### src/logic/t1_cond_pkg.sv
// constants and carrier types for the t1 fault conditioning block
//
// What this block does
// - red alarm held 1 s or 10 s before recovery; 1 s default.
// - unused timeslots toward the line carry the idle byte, default 7E, framed only.
// - signalling enabled puts the framer in CAS in framed modes, fractional with signalling; default.
// - signalling disabled leaves the framer out of CAS, plain fractional.
// - during faults affected timeslots carry the conditioning byte, default 7F.
// - line loss of signal, and in framed modes loss of frame or AIS, conditions data toward the packet side.
// - packet buffer overrun or underrun conditions data toward the line.
// - unframed conditioning sends AIS, from line LOS or buffer overrun/underrun.
// - during faults signalling bits forced to a code 1..F, default 1.
// - line loss of signal, frame or AIS conditions signalling toward the packet side.
// - buffer overrun or underrun conditions signalling toward the line.
// - AIS on the line is an unframed all-ones stream.
package t1_cond_pkg;

    // ****************************************
    // line types and defaults
    // ****************************************
    typedef enum logic [1:0] {
        LINE_D4 = 2'b00,
        LINE_ESF = 2'b01,
        LINE_UNFRAMED = 2'b10
    } line_type;

    localparam logic [7:0] IDLE_DEFAULT = 8'h7E;
    localparam logic [7:0] COND_DATA_DEFAULT = 8'h7F;
    localparam logic [3:0] COND_SIG_DEFAULT = 4'h1;
    localparam logic [7:0] ALL_ONES = 8'hFF;
    localparam logic [3:0] SIG_AB_MASK = 4'h3;
    localparam logic [4:0] SLOT_LAST = 5'h17;
    localparam logic [4:0] SLOT_FIRST = 5'h00;

    // ****************************************
    // timing
    // ****************************************
    localparam int CLOCK_MHZ = 250;
    localparam int RESTORE_SHORT_S = 1;
    localparam int RESTORE_LONG_S = 10;
    localparam longint RESTORE_SHORT_CYC = longint'(RESTORE_SHORT_S) * CLOCK_MHZ * 1000000;
    localparam longint RESTORE_LONG_CYC = longint'(RESTORE_LONG_S) * CLOCK_MHZ * 1000000;
    localparam int FIFO_DEPTH = 16;
    localparam int SLOT_W = 13;

    // ****************************************
    // carriers
    // ****************************************
    typedef struct packed {
        logic [4:0] slot;
        logic [3:0] sig;
        logic [7:0] data;
    } slot_word_type;

    typedef struct packed {
        logic los;
        logic lof;
        logic ais;
    } line_alarm_type;

    typedef struct packed {
        line_type line_mode;
        logic cas_enable;
        logic restore_long;
        logic [7:0] idle_code;
        logic [7:0] cond_data;
        logic [3:0] cond_sig;
    } config_type;

endpackage : t1_cond_pkg

### src/logic/slot_fifo.sv
// small synchronous fifo for timeslot words
module slot_fifo #(
    parameter int WIDTH = 17,
    parameter int DEPTH = 16
) (
    input wire logic mclk, // clock
    input wire logic reset, // sync reset, high
    input wire logic [WIDTH-1:0] in_data, // write word
    input wire logic in_valid, // write request
    output logic in_ready, // room available
    output logic [WIDTH-1:0] out_data, // read word
    output logic out_valid, // word available
    input wire logic out_ready // read accept
);
    localparam int AW = $clog2(DEPTH);
    logic [WIDTH-1:0] mem [DEPTH];
    logic [AW-1:0] wr_ptr;
    logic [AW-1:0] rd_ptr;
    logic [AW:0] count;
    logic do_wr;
    logic do_rd;

    // honest flags straight from the occupancy
    assign in_ready = (count != (AW+1)'(DEPTH)) ? 1'b1 : 1'b0;
    assign out_valid = (count != '0);
    assign do_wr = in_valid && in_ready;
    assign do_rd = out_valid && out_ready;
    assign out_data = mem[rd_ptr];

    // storage
    always_ff @(posedge mclk) begin
        if (do_wr) begin
            mem[wr_ptr] <= in_data;
        end
    end

    // pointers and occupancy
    always_ff @(posedge mclk) begin
        if (reset) begin
            wr_ptr <= '0;
            rd_ptr <= '0;
            count <= '0;
        end else begin
            if (do_wr) begin
                wr_ptr <= wr_ptr + AW'(1);
            end
            if (do_rd) begin
                rd_ptr <= rd_ptr + AW'(1);
            end
            if (do_wr && !do_rd) begin
                count <= count + (AW+1)'(1);
            end else if (do_rd && !do_wr) begin
                count <= count - (AW+1)'(1);
            end
        end
    end
endmodule : slot_fifo

### src/logic/t1_fault_conditioning.sv
// idle insertion toward the line and fault conditioning in both directions for one t1 port
module t1_fault_conditioning
    import t1_cond_pkg::*;
#(
    parameter longint RESTORE_SHORT = RESTORE_SHORT_CYC, // 1 s of mclk
    parameter longint RESTORE_LONG = RESTORE_LONG_CYC // 10 s of mclk
) (
    input wire logic mclk, // 250 MHz clock
    input wire logic reset, // sync reset, high
    input wire config_type cfg, // configuration levels
    input wire line_alarm_type line_alarm_pin, // line alarms, async
    input wire logic buf_overrun, // packet buffer overrun level
    input wire logic buf_underrun, // packet buffer underrun level
    input wire logic slot_used, // current line slot assigned
    input wire slot_word_type pkt_word, // word from packet path
    input wire logic pkt_valid, // packet word valid
    output logic pkt_ready, // packet side may send
    output slot_word_type line_word, // word toward t1 line
    output logic line_valid, // line word valid
    input wire logic line_ready, // line side takes word
    input wire slot_word_type rx_word, // word from t1 line
    input wire logic rx_valid, // line word valid (strobe)
    output slot_word_type ip_word, // word toward packet side
    output logic ip_valid, // packet word valid
    output logic framer_cas, // framer in cas mode
    output logic framer_framed, // framer framed, not passthrough
    output logic red_alarm, // red alarm incl. restore hold
    output logic cond_to_line, // conditioning toward line
    output logic cond_to_ip // conditioning toward packet
);
    // ****************************************
    // alarm synchronisers
    // ****************************************
    line_alarm_type alarm_meta;
    line_alarm_type alarm_sync;

    // line alarms come from another domain: two flops before use
    always_ff @(posedge mclk) begin
        if (reset) begin
            alarm_meta <= '0;
            alarm_sync <= '0;
        end else begin
            alarm_meta <= line_alarm_pin;
            alarm_sync <= alarm_meta;
        end
    end

    logic line_fault;
    logic framed;
    logic buf_fault;
    assign framed = (cfg.line_mode != LINE_UNFRAMED);
    // unframed watches only los; framed also frame loss and ais
    assign line_fault = alarm_sync.los || (framed && (alarm_sync.lof || alarm_sync.ais));
    assign buf_fault = buf_overrun || buf_underrun;

    // ****************************************
    // red alarm and restore timer
    // ****************************************
    logic [35:0] restore_count;
    logic [35:0] restore_target;
    // counter wide enough for ten seconds at 250 MHz
    assign restore_target = cfg.restore_long ? 36'(RESTORE_LONG) : 36'(RESTORE_SHORT);

    // alarm rises at once; falls only after the fault stays gone a full restore time
    always_ff @(posedge mclk) begin
        if (reset) begin
            red_alarm <= 1'b0;
            restore_count <= '0;
        end else if (line_fault) begin
            red_alarm <= 1'b1;
            restore_count <= '0;
        end else if (red_alarm) begin
            if (restore_count >= restore_target - 36'(1)) begin
                red_alarm <= 1'b0;
                restore_count <= '0;
            end else begin
                restore_count <= restore_count + 36'(1);
            end
        end
    end

    // ****************************************
    // framer mode
    // ****************************************
    // cas only makes sense with framing; unframed is plain passthrough
    always_ff @(posedge mclk) begin
        if (reset) begin
            framer_cas <= 1'b1;
            framer_framed <= 1'b1;
        end else begin
            framer_cas <= framed && cfg.cas_enable;
            framer_framed <= framed;
        end
    end

    // ****************************************
    // packet to line path through the fifo
    // ****************************************
    slot_word_type fifo_out;
    logic fifo_valid;
    logic fifo_take;

    slot_fifo #(
        .WIDTH($bits(slot_word_type)),
        .DEPTH(FIFO_DEPTH)
    ) u_fifo (
        .mclk(mclk),
        .reset(reset),
        .in_data(pkt_word),
        .in_valid(pkt_valid),
        .in_ready(pkt_ready),
        .out_data(fifo_out),
        .out_valid(fifo_valid),
        .out_ready(fifo_take)
    );

    // an output word is free when empty or when the line takes it
    logic out_free;
    assign out_free = !line_valid || line_ready;
    // used slots, and every slot when unframed, consume fifo data; unused framed slots get idle without draining
    assign fifo_take = out_free && fifo_valid && (slot_used || !framed);

    // signalling forced code is width-limited to AB bits in d4
    function automatic logic [3:0] sig_code(input config_type c);
        sig_code = (c.line_mode == LINE_D4) ? (c.cond_sig & SIG_AB_MASK) : c.cond_sig;
    endfunction : sig_code

    logic [4:0] line_slot;
    assign cond_to_line = buf_fault;

    // toward the line: ais, idle, conditioning or live data
    always_ff @(posedge mclk) begin
        if (reset) begin
            line_word <= '0;
            line_valid <= 1'b0;
            line_slot <= SLOT_FIRST;
        end else if (out_free) begin
            if (!framed && buf_fault) begin
                line_word <= '{slot: SLOT_FIRST, sig: '1, data: ALL_ONES};
                line_valid <= 1'b1;
            end else if (framed && !slot_used) begin
                line_word <= '{slot: line_slot, sig: '0, data: cfg.idle_code};
                line_valid <= 1'b1;
                line_slot <= (line_slot == SLOT_LAST) ? SLOT_FIRST : line_slot + 5'(1);
            end else if (fifo_valid) begin
                line_word.slot <= fifo_out.slot;
                line_word.data <= buf_fault ? cfg.cond_data : fifo_out.data;
                line_word.sig <= (buf_fault && framer_cas) ? sig_code(cfg) : fifo_out.sig;
                line_valid <= 1'b1;
                line_slot <= (line_slot == SLOT_LAST) ? SLOT_FIRST : line_slot + 5'(1);
            end else begin
                line_valid <= 1'b0;
            end
        end
    end

    // ****************************************
    // line to packet path
    // ****************************************
    assign cond_to_ip = line_fault;

    // toward the packet side: conditioning replaces live data while the line is faulty
    always_ff @(posedge mclk) begin
        if (reset) begin
            ip_word <= '0;
            ip_valid <= 1'b0;
        end else begin
            ip_valid <= rx_valid;
            if (rx_valid) begin
                ip_word.slot <= rx_word.slot;
                ip_word.data <= line_fault ? (framed ? cfg.cond_data : ALL_ONES) : rx_word.data;
                ip_word.sig <= (line_fault && framer_cas) ? sig_code(cfg) : rx_word.sig;
            end
        end
    end

    // ****************************************
    // checks
    // ****************************************
    property p_red_hold;
        @(posedge mclk) disable iff (reset)
        line_fault |=> red_alarm;
    endproperty
    a_red_hold: assert property (p_red_hold) else $error("red alarm not raised");

    property p_idle;
        @(posedge mclk) disable iff (reset)
        (out_free && framed && !slot_used) |=> (line_valid && line_word.data == $past(cfg.idle_code));
    endproperty
    a_idle: assert property (p_idle) else $error("idle byte missing");

    property p_cas_on;
        @(posedge mclk) disable iff (reset)
        (framed && cfg.cas_enable) |=> framer_cas;
    endproperty
    a_cas_on: assert property (p_cas_on) else $error("framer not in cas");

    property p_cas_off;
        @(posedge mclk) disable iff (reset)
        !cfg.cas_enable |=> !framer_cas;
    endproperty
    a_cas_off: assert property (p_cas_off) else $error("framer left in cas");

    property p_cond_ip;
        @(posedge mclk) disable iff (reset)
        (rx_valid && line_fault && framed) |=> (ip_valid && ip_word.data == $past(cfg.cond_data));
    endproperty
    a_cond_ip: assert property (p_cond_ip) else $error("packet side not conditioned");

    property p_cond_line;
        @(posedge mclk) disable iff (reset)
        (out_free && framed && slot_used && fifo_valid && buf_fault) |=>
            (line_word.data == $past(cfg.cond_data));
    endproperty
    a_cond_line: assert property (p_cond_line) else $error("line side not conditioned");

    property p_ais;
        @(posedge mclk) disable iff (reset)
        (out_free && !framed && buf_fault) |=> (line_valid && line_word.data == ALL_ONES);
    endproperty
    a_ais: assert property (p_ais) else $error("ais not sent");

    property p_live;
        @(posedge mclk) disable iff (reset)
        (rx_valid && !line_fault) |=> (ip_word.data == $past(rx_word.data));
    endproperty
    a_live: assert property (p_live) else $error("live data not passed");

    // ****************************************
    // further checks on both paths, the red alarm and the framer mode
    // ****************************************

    property p_sig_line_esf;
        @(posedge mclk) disable iff (reset)
        (out_free && slot_used && fifo_valid && buf_fault && framer_cas && cfg.line_mode == LINE_ESF) |=>
            (line_word.sig == $past(cfg.cond_sig));
    endproperty
    a_sig_line_esf: assert property (p_sig_line_esf) else $error("abcd code not forced toward line");

    // d4 carries only the two ab bits of the code
    property p_sig_line_d4;
        @(posedge mclk) disable iff (reset)
        (out_free && slot_used && fifo_valid && buf_fault && framer_cas && cfg.line_mode == LINE_D4) |=>
            (line_word.sig == ($past(cfg.cond_sig) & SIG_AB_MASK));
    endproperty
    a_sig_line_d4: assert property (p_sig_line_d4) else $error("ab code not forced toward line");

    property p_live_line;
        @(posedge mclk) disable iff (reset)
        (out_free && framed && slot_used && fifo_valid && !buf_fault) |=>
            (line_word.data == $past(fifo_out.data) && line_word.sig == $past(fifo_out.sig));
    endproperty
    a_live_line: assert property (p_live_line) else $error("live word not passed to line");

    // a refused word must stand, or the line would see a torn slot
    property p_line_stands;
        @(posedge mclk) disable iff (reset)
        (line_valid && !line_ready) |=> (line_valid && $stable(line_word));
    endproperty
    a_line_stands: assert property (p_line_stands) else $error("line word changed while refused");

    property p_ais_sig;
        @(posedge mclk) disable iff (reset)
        (out_free && !framed && buf_fault) |=> (line_word.sig == 4'hF);
    endproperty
    a_ais_sig: assert property (p_ais_sig) else $error("ais signalling bits not all ones");

    property p_sig_ip;
        @(posedge mclk) disable iff (reset)
        (rx_valid && line_fault && framer_cas && cfg.line_mode == LINE_ESF) |=> (ip_word.sig == $past(cfg.cond_sig));
    endproperty
    a_sig_ip: assert property (p_sig_ip) else $error("abcd code not forced toward packet side");

    property p_ais_ip;
        @(posedge mclk) disable iff (reset)
        (rx_valid && line_fault && !framed) |=> (ip_word.data == ALL_ONES);
    endproperty
    a_ais_ip: assert property (p_ais_ip) else $error("unframed fault not all ones");

    property p_live_sig_ip;
        @(posedge mclk) disable iff (reset)
        (rx_valid && !line_fault) |=> (ip_word.sig == $past(rx_word.sig));
    endproperty
    a_live_sig_ip: assert property (p_live_sig_ip) else $error("live signalling not passed");

    property p_ip_strobe;
        @(posedge mclk) disable iff (reset)
        !rx_valid |=> !ip_valid;
    endproperty
    a_ip_strobe: assert property (p_ip_strobe) else $error("packet word without line word");

    // the alarm must not drop before the restore time has run out
    property p_red_keep;
        @(posedge mclk) disable iff (reset)
        (red_alarm && !line_fault && restore_count < restore_target - 36'(1)) |=> red_alarm;
    endproperty
    a_red_keep: assert property (p_red_keep) else $error("red alarm dropped early");

    property p_red_clear;
        @(posedge mclk) disable iff (reset)
        (red_alarm && !line_fault && restore_count >= restore_target - 36'(1)) |=> !red_alarm;
    endproperty
    a_red_clear: assert property (p_red_clear) else $error("red alarm held too long");

    property p_unframed_mode;
        @(posedge mclk) disable iff (reset)
        !framed |=> (!framer_cas && !framer_framed);
    endproperty
    a_unframed_mode: assert property (p_unframed_mode) else $error("framer not in passthrough");

endmodule : t1_fault_conditioning

### config.mk
export PLATFORM = sky130hd
export DESIGN_NAME = t1_fault_conditioning
export DESIGN_NICKNAME = d
export VERILOG_FILES = /design/src/logic/t1_cond_pkg.sv /design/src/logic/slot_fifo.sv /design/src/logic/t1_fault_conditioning.sv
export SDC_FILE = /design/constraint.sdc
export NUM_CORES = 1
export LEC_CHECK = 0
export BUFFER_PORTS_ARGS = -buffer_cell sky130_fd_sc_hd__clkbuf_2
export CORE_MARGIN = 5
export CORE_UTILIZATION = 35
export DETAILED_ROUTE_END_ITERATION = 12
export MAX_ROUTING_LAYER = met4
export SYNTH_ARGS = -nofsm -noshare
export SYNTH_HDL_FRONTEND = slang
export SYNTH_SLANG_ARGS = --single-unit
### constraint.sdc
create_clock -name mclk -period 4.1 [get_ports mclk]
set_clock_uncertainty 0.05 [all_clocks]
set_input_delay 0.41 -clock mclk [delete_from_list [all_inputs] [get_ports mclk]]
set_output_delay 0.41 -clock mclk [all_outputs]
set_load 0.02 [all_outputs]
==> results summary <==
After the last flow step, the layout net total stands at 1210. The total core area is around 0.043 mm2. The pin slew with the least headroom to its limit came out at 1.01 ns.

Input and output buffers added on the ports amount to 110. The number of top-level design ports is around 110. The area of the die came out at between 0.04 and 0.05 mm2. The smallest setup slack after layout is slightly below 1 ns. The initial DRC count is 786.

The weighted congestion reported at the end of routability-driven placement came out at 0.809. The number of levels in the clock H-tree came out at 2. The internal reg-to-reg setup slack is between 0.9 and 1 ns. The required time of the worst setup path came out at about 4.5 ns. Dividing the detail-routed wire length by the instance count gives 21.2 um. The worst-case IR drop observed on VDD is 289 uV. The number of buffers and inverters on the critical path came out at 2. The combinational share of power came out at 0.193. The critical-path cell with the highest stage delay is sky130_fd_sc_hd__or4_1. The count of mapped cells out of synthesis came out at just under 1000.

The worst relative slew slack is 0.324. The critical path ends at u_fifo.count[4]. The worst register-to-register path ends at u_fifo.count[4]. Along the worst path, the maximum fanout reaches 5. For this run the aggregate overflow at the end of global routing stands at 0. The data arrival time of the critical path is 3.55 ns. For the worst flop-to-flop path, the logic depth is 12. The hold buffer count at CTS came out at 0. The number of gates resized after CTS was 0.

For this run, asynchronously set or reset flops after synthesis account for 0. The routed design could run at a clock period as short as ~3.1 ns. The first-pass GRT wire length is 55100 um. The max capacitance violation total came out at 0. Synthesis produced a netlist with a net count of 1082. The number of standard-cell rows in the floorplan came out at between 70 and 80. The floorplan die height is 219 um. The combined global-route utilization of all metal layers came out at 0.155.

The achievable clock frequency came out at ~0.32 GHz. The total detailed-routing wirelength came out at between 30000 and 40000 um. The critical path starts at u_fifo.count[0].

In this run, synthesis produced a sequential element count of approximately 380. The switching part of the total power is 0.268. The summed instance area of the synthesized netlist is about 0.015 mm2. The worst-case setup slack after placement came out at 0.734 ns. The number of logic stages on the critical path including buffering is 12. Dividing the final minimum period by the clock period gives 0.765. The post-route setup TNS is 0 ns. The final hold violation count is 0.

The via count of the first global-routing pass is approximately 9000. The total of warnings raised by yosys came out at 0. The detail route stage leaves a number of antenna-violating nets equal to 0.

The total half-perimeter wirelength after legalization and detailed placement came out at approximately 23000 um. The ratio of routed vias to standard cells came out at roughly 5.2. The number of buffers inserted during clock tree synthesis came out at 40. For this design the total switching power over the nets is 2.66 mW.

The first-pass detailed-route iteration total is 7. The class of the tightest hold or removal check is in2reg. The total power density per cell area came out at 553 mW/mm2. The worst setup path is launched from a flip-flop. The kind of cell with the highest combined delay along the critical path is simple AND/OR/NAND/NOR gates. The cell-internal power came out at 7.25 mW. The clock passes through at most 3 buffers. The initial utilization of the core area, before any placement, comes to 0.355. TritonCTS built the clock tree. The root buffer cell is sky130_fd_sc_hd__clkbuf_16. The number of antenna violations at the first check in global routing came to 3. After clock tree synthesis, the clock-pin slew on the worst setup and hold paths is around 0.060 ns. The ratio of cells with drive above 1 in the final layout is 0.258. The insertion delay of the later-clocked pin in the worst-skew pair is 0.55 ns. The total vias in the final route came out at 9008. The number of failing setup endpoints in the final timing report is 0. Clock tree synthesis found a total of around 380 sinks. The share of total power in sequential cells came out at 0.452. For this run, the register share of the synthesized area comes to 0.668. The die is roughly 220 um wide. The worst setup path is of the reg2reg kind.

After detailed routing, the number of remaining DRC violations is 0. Averaged over all synthesized cells, the footprint is about 16 um2. The most used flip-flop cell after synthesis is sky130_fd_sc_hd__edfxtp_1.

The number of synthesized flops with an enable pin is 272. Setup repair after global routing left no endpoint under its margin. The run finished with clean final reports. The number of distinct library cell variants in the gate-level netlist after synthesis is 60. The maximum number of pins on one net before global-route repair is 52. In this run the critical register-to-register path is launched from u_fifo.count[0]. The analysis attributes to cell leakage a power of just over 6 nW. The share of total power dissipated in the clock network is 0.355. Walking the worst path, the cells encountered are or4_1 -> nor2_1 -> nor3_1 -> inv_1 -> ha_1 -> inv_1 -> fa_1 -> a21o_1 -> a21oi_1 -> xnor2_1 -> or3_1 -> a21oi_1. The area growth from synthesis to layout is 17.0%. The number of buffers inserted by post-CTS setup repair is 0. The number of max-slew violations in the final report came out at 0. The worst setup path is captured at a flip-flop. The maximum single-stage delay on the critical path came out at 0.58 ns.
## logic make-up (layout without fill, tap and decap cells)
| logic type | count (synthesis) | count (layout) | synth area share |
|---|---|---|---|
| AND/OR/NAND/NOR | 268 | 268 | 0.0853 |
| AO/OA/AOI/OAI | 140 | 140 | 0.0585 |
| other | 0 | 2 | 0 |
| buffers and inverters | 61 | 219 | 0.0194 |
| multiplexers | 106 | 106 | 0.141 |
| XOR/XNOR | 13 | 13 | 0.00743 |
| adder cells (fa/ha/maj) | 25 | 25 | 0.0209 |
| flip-flops | 375 | 375 | 0.668 |
## metal layers
metal	track usage	routed length (um)
met1	0.208	16400
met2	0.250	17500
met3	0.0288	2170
met4	0.0335	620
met5	-	0
## power by group through the flow
| stage | sequential, mW | combinational, mW | clock (mW) |
|---|---|---|---|
| CTS | 4.49 | 1.94 | 3.60 |
| global route | 4.52 | 2.09 | 3.77 |
| detailed placement | 4.57 | 1.93 | 0 |
| global placement | 4.56 | 1.91 | 0 |
| finish | 4.48 | 1.91 | 3.51 |
| floorplan | 4.50 | 1.42 | 0 |
## per-stage QoR
stage	instance area [um2]	cells	total power, mW	hold WS [ns]	utilization
2_1_floorplan	15300	988	5.92	0.364	-
3_3_place_gp	16600	1659	6.47	0.377	0.385
3_5_place_dp	16600	1659	6.50	0.389	0.385
4_1_cts	17900	1731	10.0	0.0118	0.415
5_1_grt	17900	1733	10.4	0.0334	0.415
6_report	17900	1733	9.90	0.0395	0.415
## area by class of cell
type                       count  area, um2
tap                          585        732
fill                        3920      25300
clock buffer                  49       1070
multi-input combinational    552       4850
sequential                   375      10200
clock inverter                23        215
antenna                        2       5.00
timing repair buffer         137        778
inverter                      10       37.5
## cell usage after synthesis (8+ instances only)
| cell type | n | area, um2 |
|---|---|---|
| sky130_fd_sc_hd__nand2_1 | 83 | 312 |
| sky130_fd_sc_hd__nor2b_1 | 9 | 56.3 |
| sky130_fd_sc_hd__o221ai_1 | 8 | 70.1 |
| sky130_fd_sc_hd__edfxtp_1 | 272 | 8170 |
| sky130_fd_sc_hd__a31oi_1 | 26 | 163 |
| sky130_fd_sc_hd__nor3_1 | 14 | 70.1 |
| sky130_fd_sc_hd__mux2i_1 | 19 | 190 |
| sky130_fd_sc_hd__clkbuf_1 | 20 | 75.1 |
| sky130_fd_sc_hd__buf_1 | 10 | 37.5 |
| sky130_fd_sc_hd__nand3_1 | 23 | 115 |
| sky130_fd_sc_hd__nor2_1 | 74 | 278 |
| sky130_fd_sc_hd__dfxtp_1 | 103 | 2060 |
| sky130_fd_sc_hd__buf_2 | 13 | 65.1 |
| sky130_fd_sc_hd__mux4_2 | 78 | 1760 |
| sky130_fd_sc_hd__nand2b_1 | 10 | 62.6 |
| sky130_fd_sc_hd__ha_1 | 24 | 300 |
| sky130_fd_sc_hd__a21oi_1 | 36 | 180 |
| sky130_fd_sc_hd__and2_1 | 8 | 50.1 |
| sky130_fd_sc_hd__inv_1 | 9 | 33.8 |
| sky130_fd_sc_hd__nand4_1 | 12 | 75.1 |
| sky130_fd_sc_hd__and3_1 | 12 | 75.1 |
| sky130_fd_sc_hd__o21ai_0 | 29 | 145 |
## placed cells by master (no fill, tap or decap), drive strengths merged, types with 12 or more instances in the layout
cell	synthesis	layout
o21ai	29	29
nand4	12	12
nand3	23	23
and3	12	12
buf	31	27
nor3	14	14
a21oi	37	37
ha	24	24
edfxtp	272	272
a31oi	26	26
clkbuf	20	159
nor2	74	74
mux2i	19	19
mux4	85	85
dfxtp	103	103
clkinv	0	18
nand2	83	83
## how the worst min path moves through the flow
| stage | start | to | depth (start not counted) | slack (ns) |
|---|---|---|---|---|
| 2_1_floorplan | alarm_meta[0] | alarm_sync[0] | 1 | 0.36 |
| 3_3_place_gp | alarm_meta[1] | alarm_sync[1] | 1 | 0.38 |
| 3_5_place_dp | alarm_meta[0] | alarm_sync[0] | 1 | 0.39 |
| 6_report | cfg[21] | framer_cas | 3 | 0.04 |
| 4_1_cts | line_alarm_pin[1] | alarm_meta[1] | 2 | 0.01 |
| 5_1_grt | line_alarm_pin[1] | alarm_meta[1] | 2 | 0.03 |
## state kept, by name, summed over array words and instances (netlist names), named ones only
name	flops
framer_framed	1
alarm_meta	3
alarm_sync	3
line_word	17
restore_count	36
u_fifo.wr_ptr	4
line_slot	5
u_fifo.count	5
ip_word	17
red_alarm	1
u_fifo.mem	272
ip_valid	1
line_valid	1
framer_cas	1
u_fifo.rd_ptr	4
## tightest hold or removal path: cells and delay by family
kind | cells | cell delay, ns
buffers and inverters | 1 | 0.08
and+or+nand+nor | 2 | 0.11
Note: power is estimated with default switching activity, not from simulation.
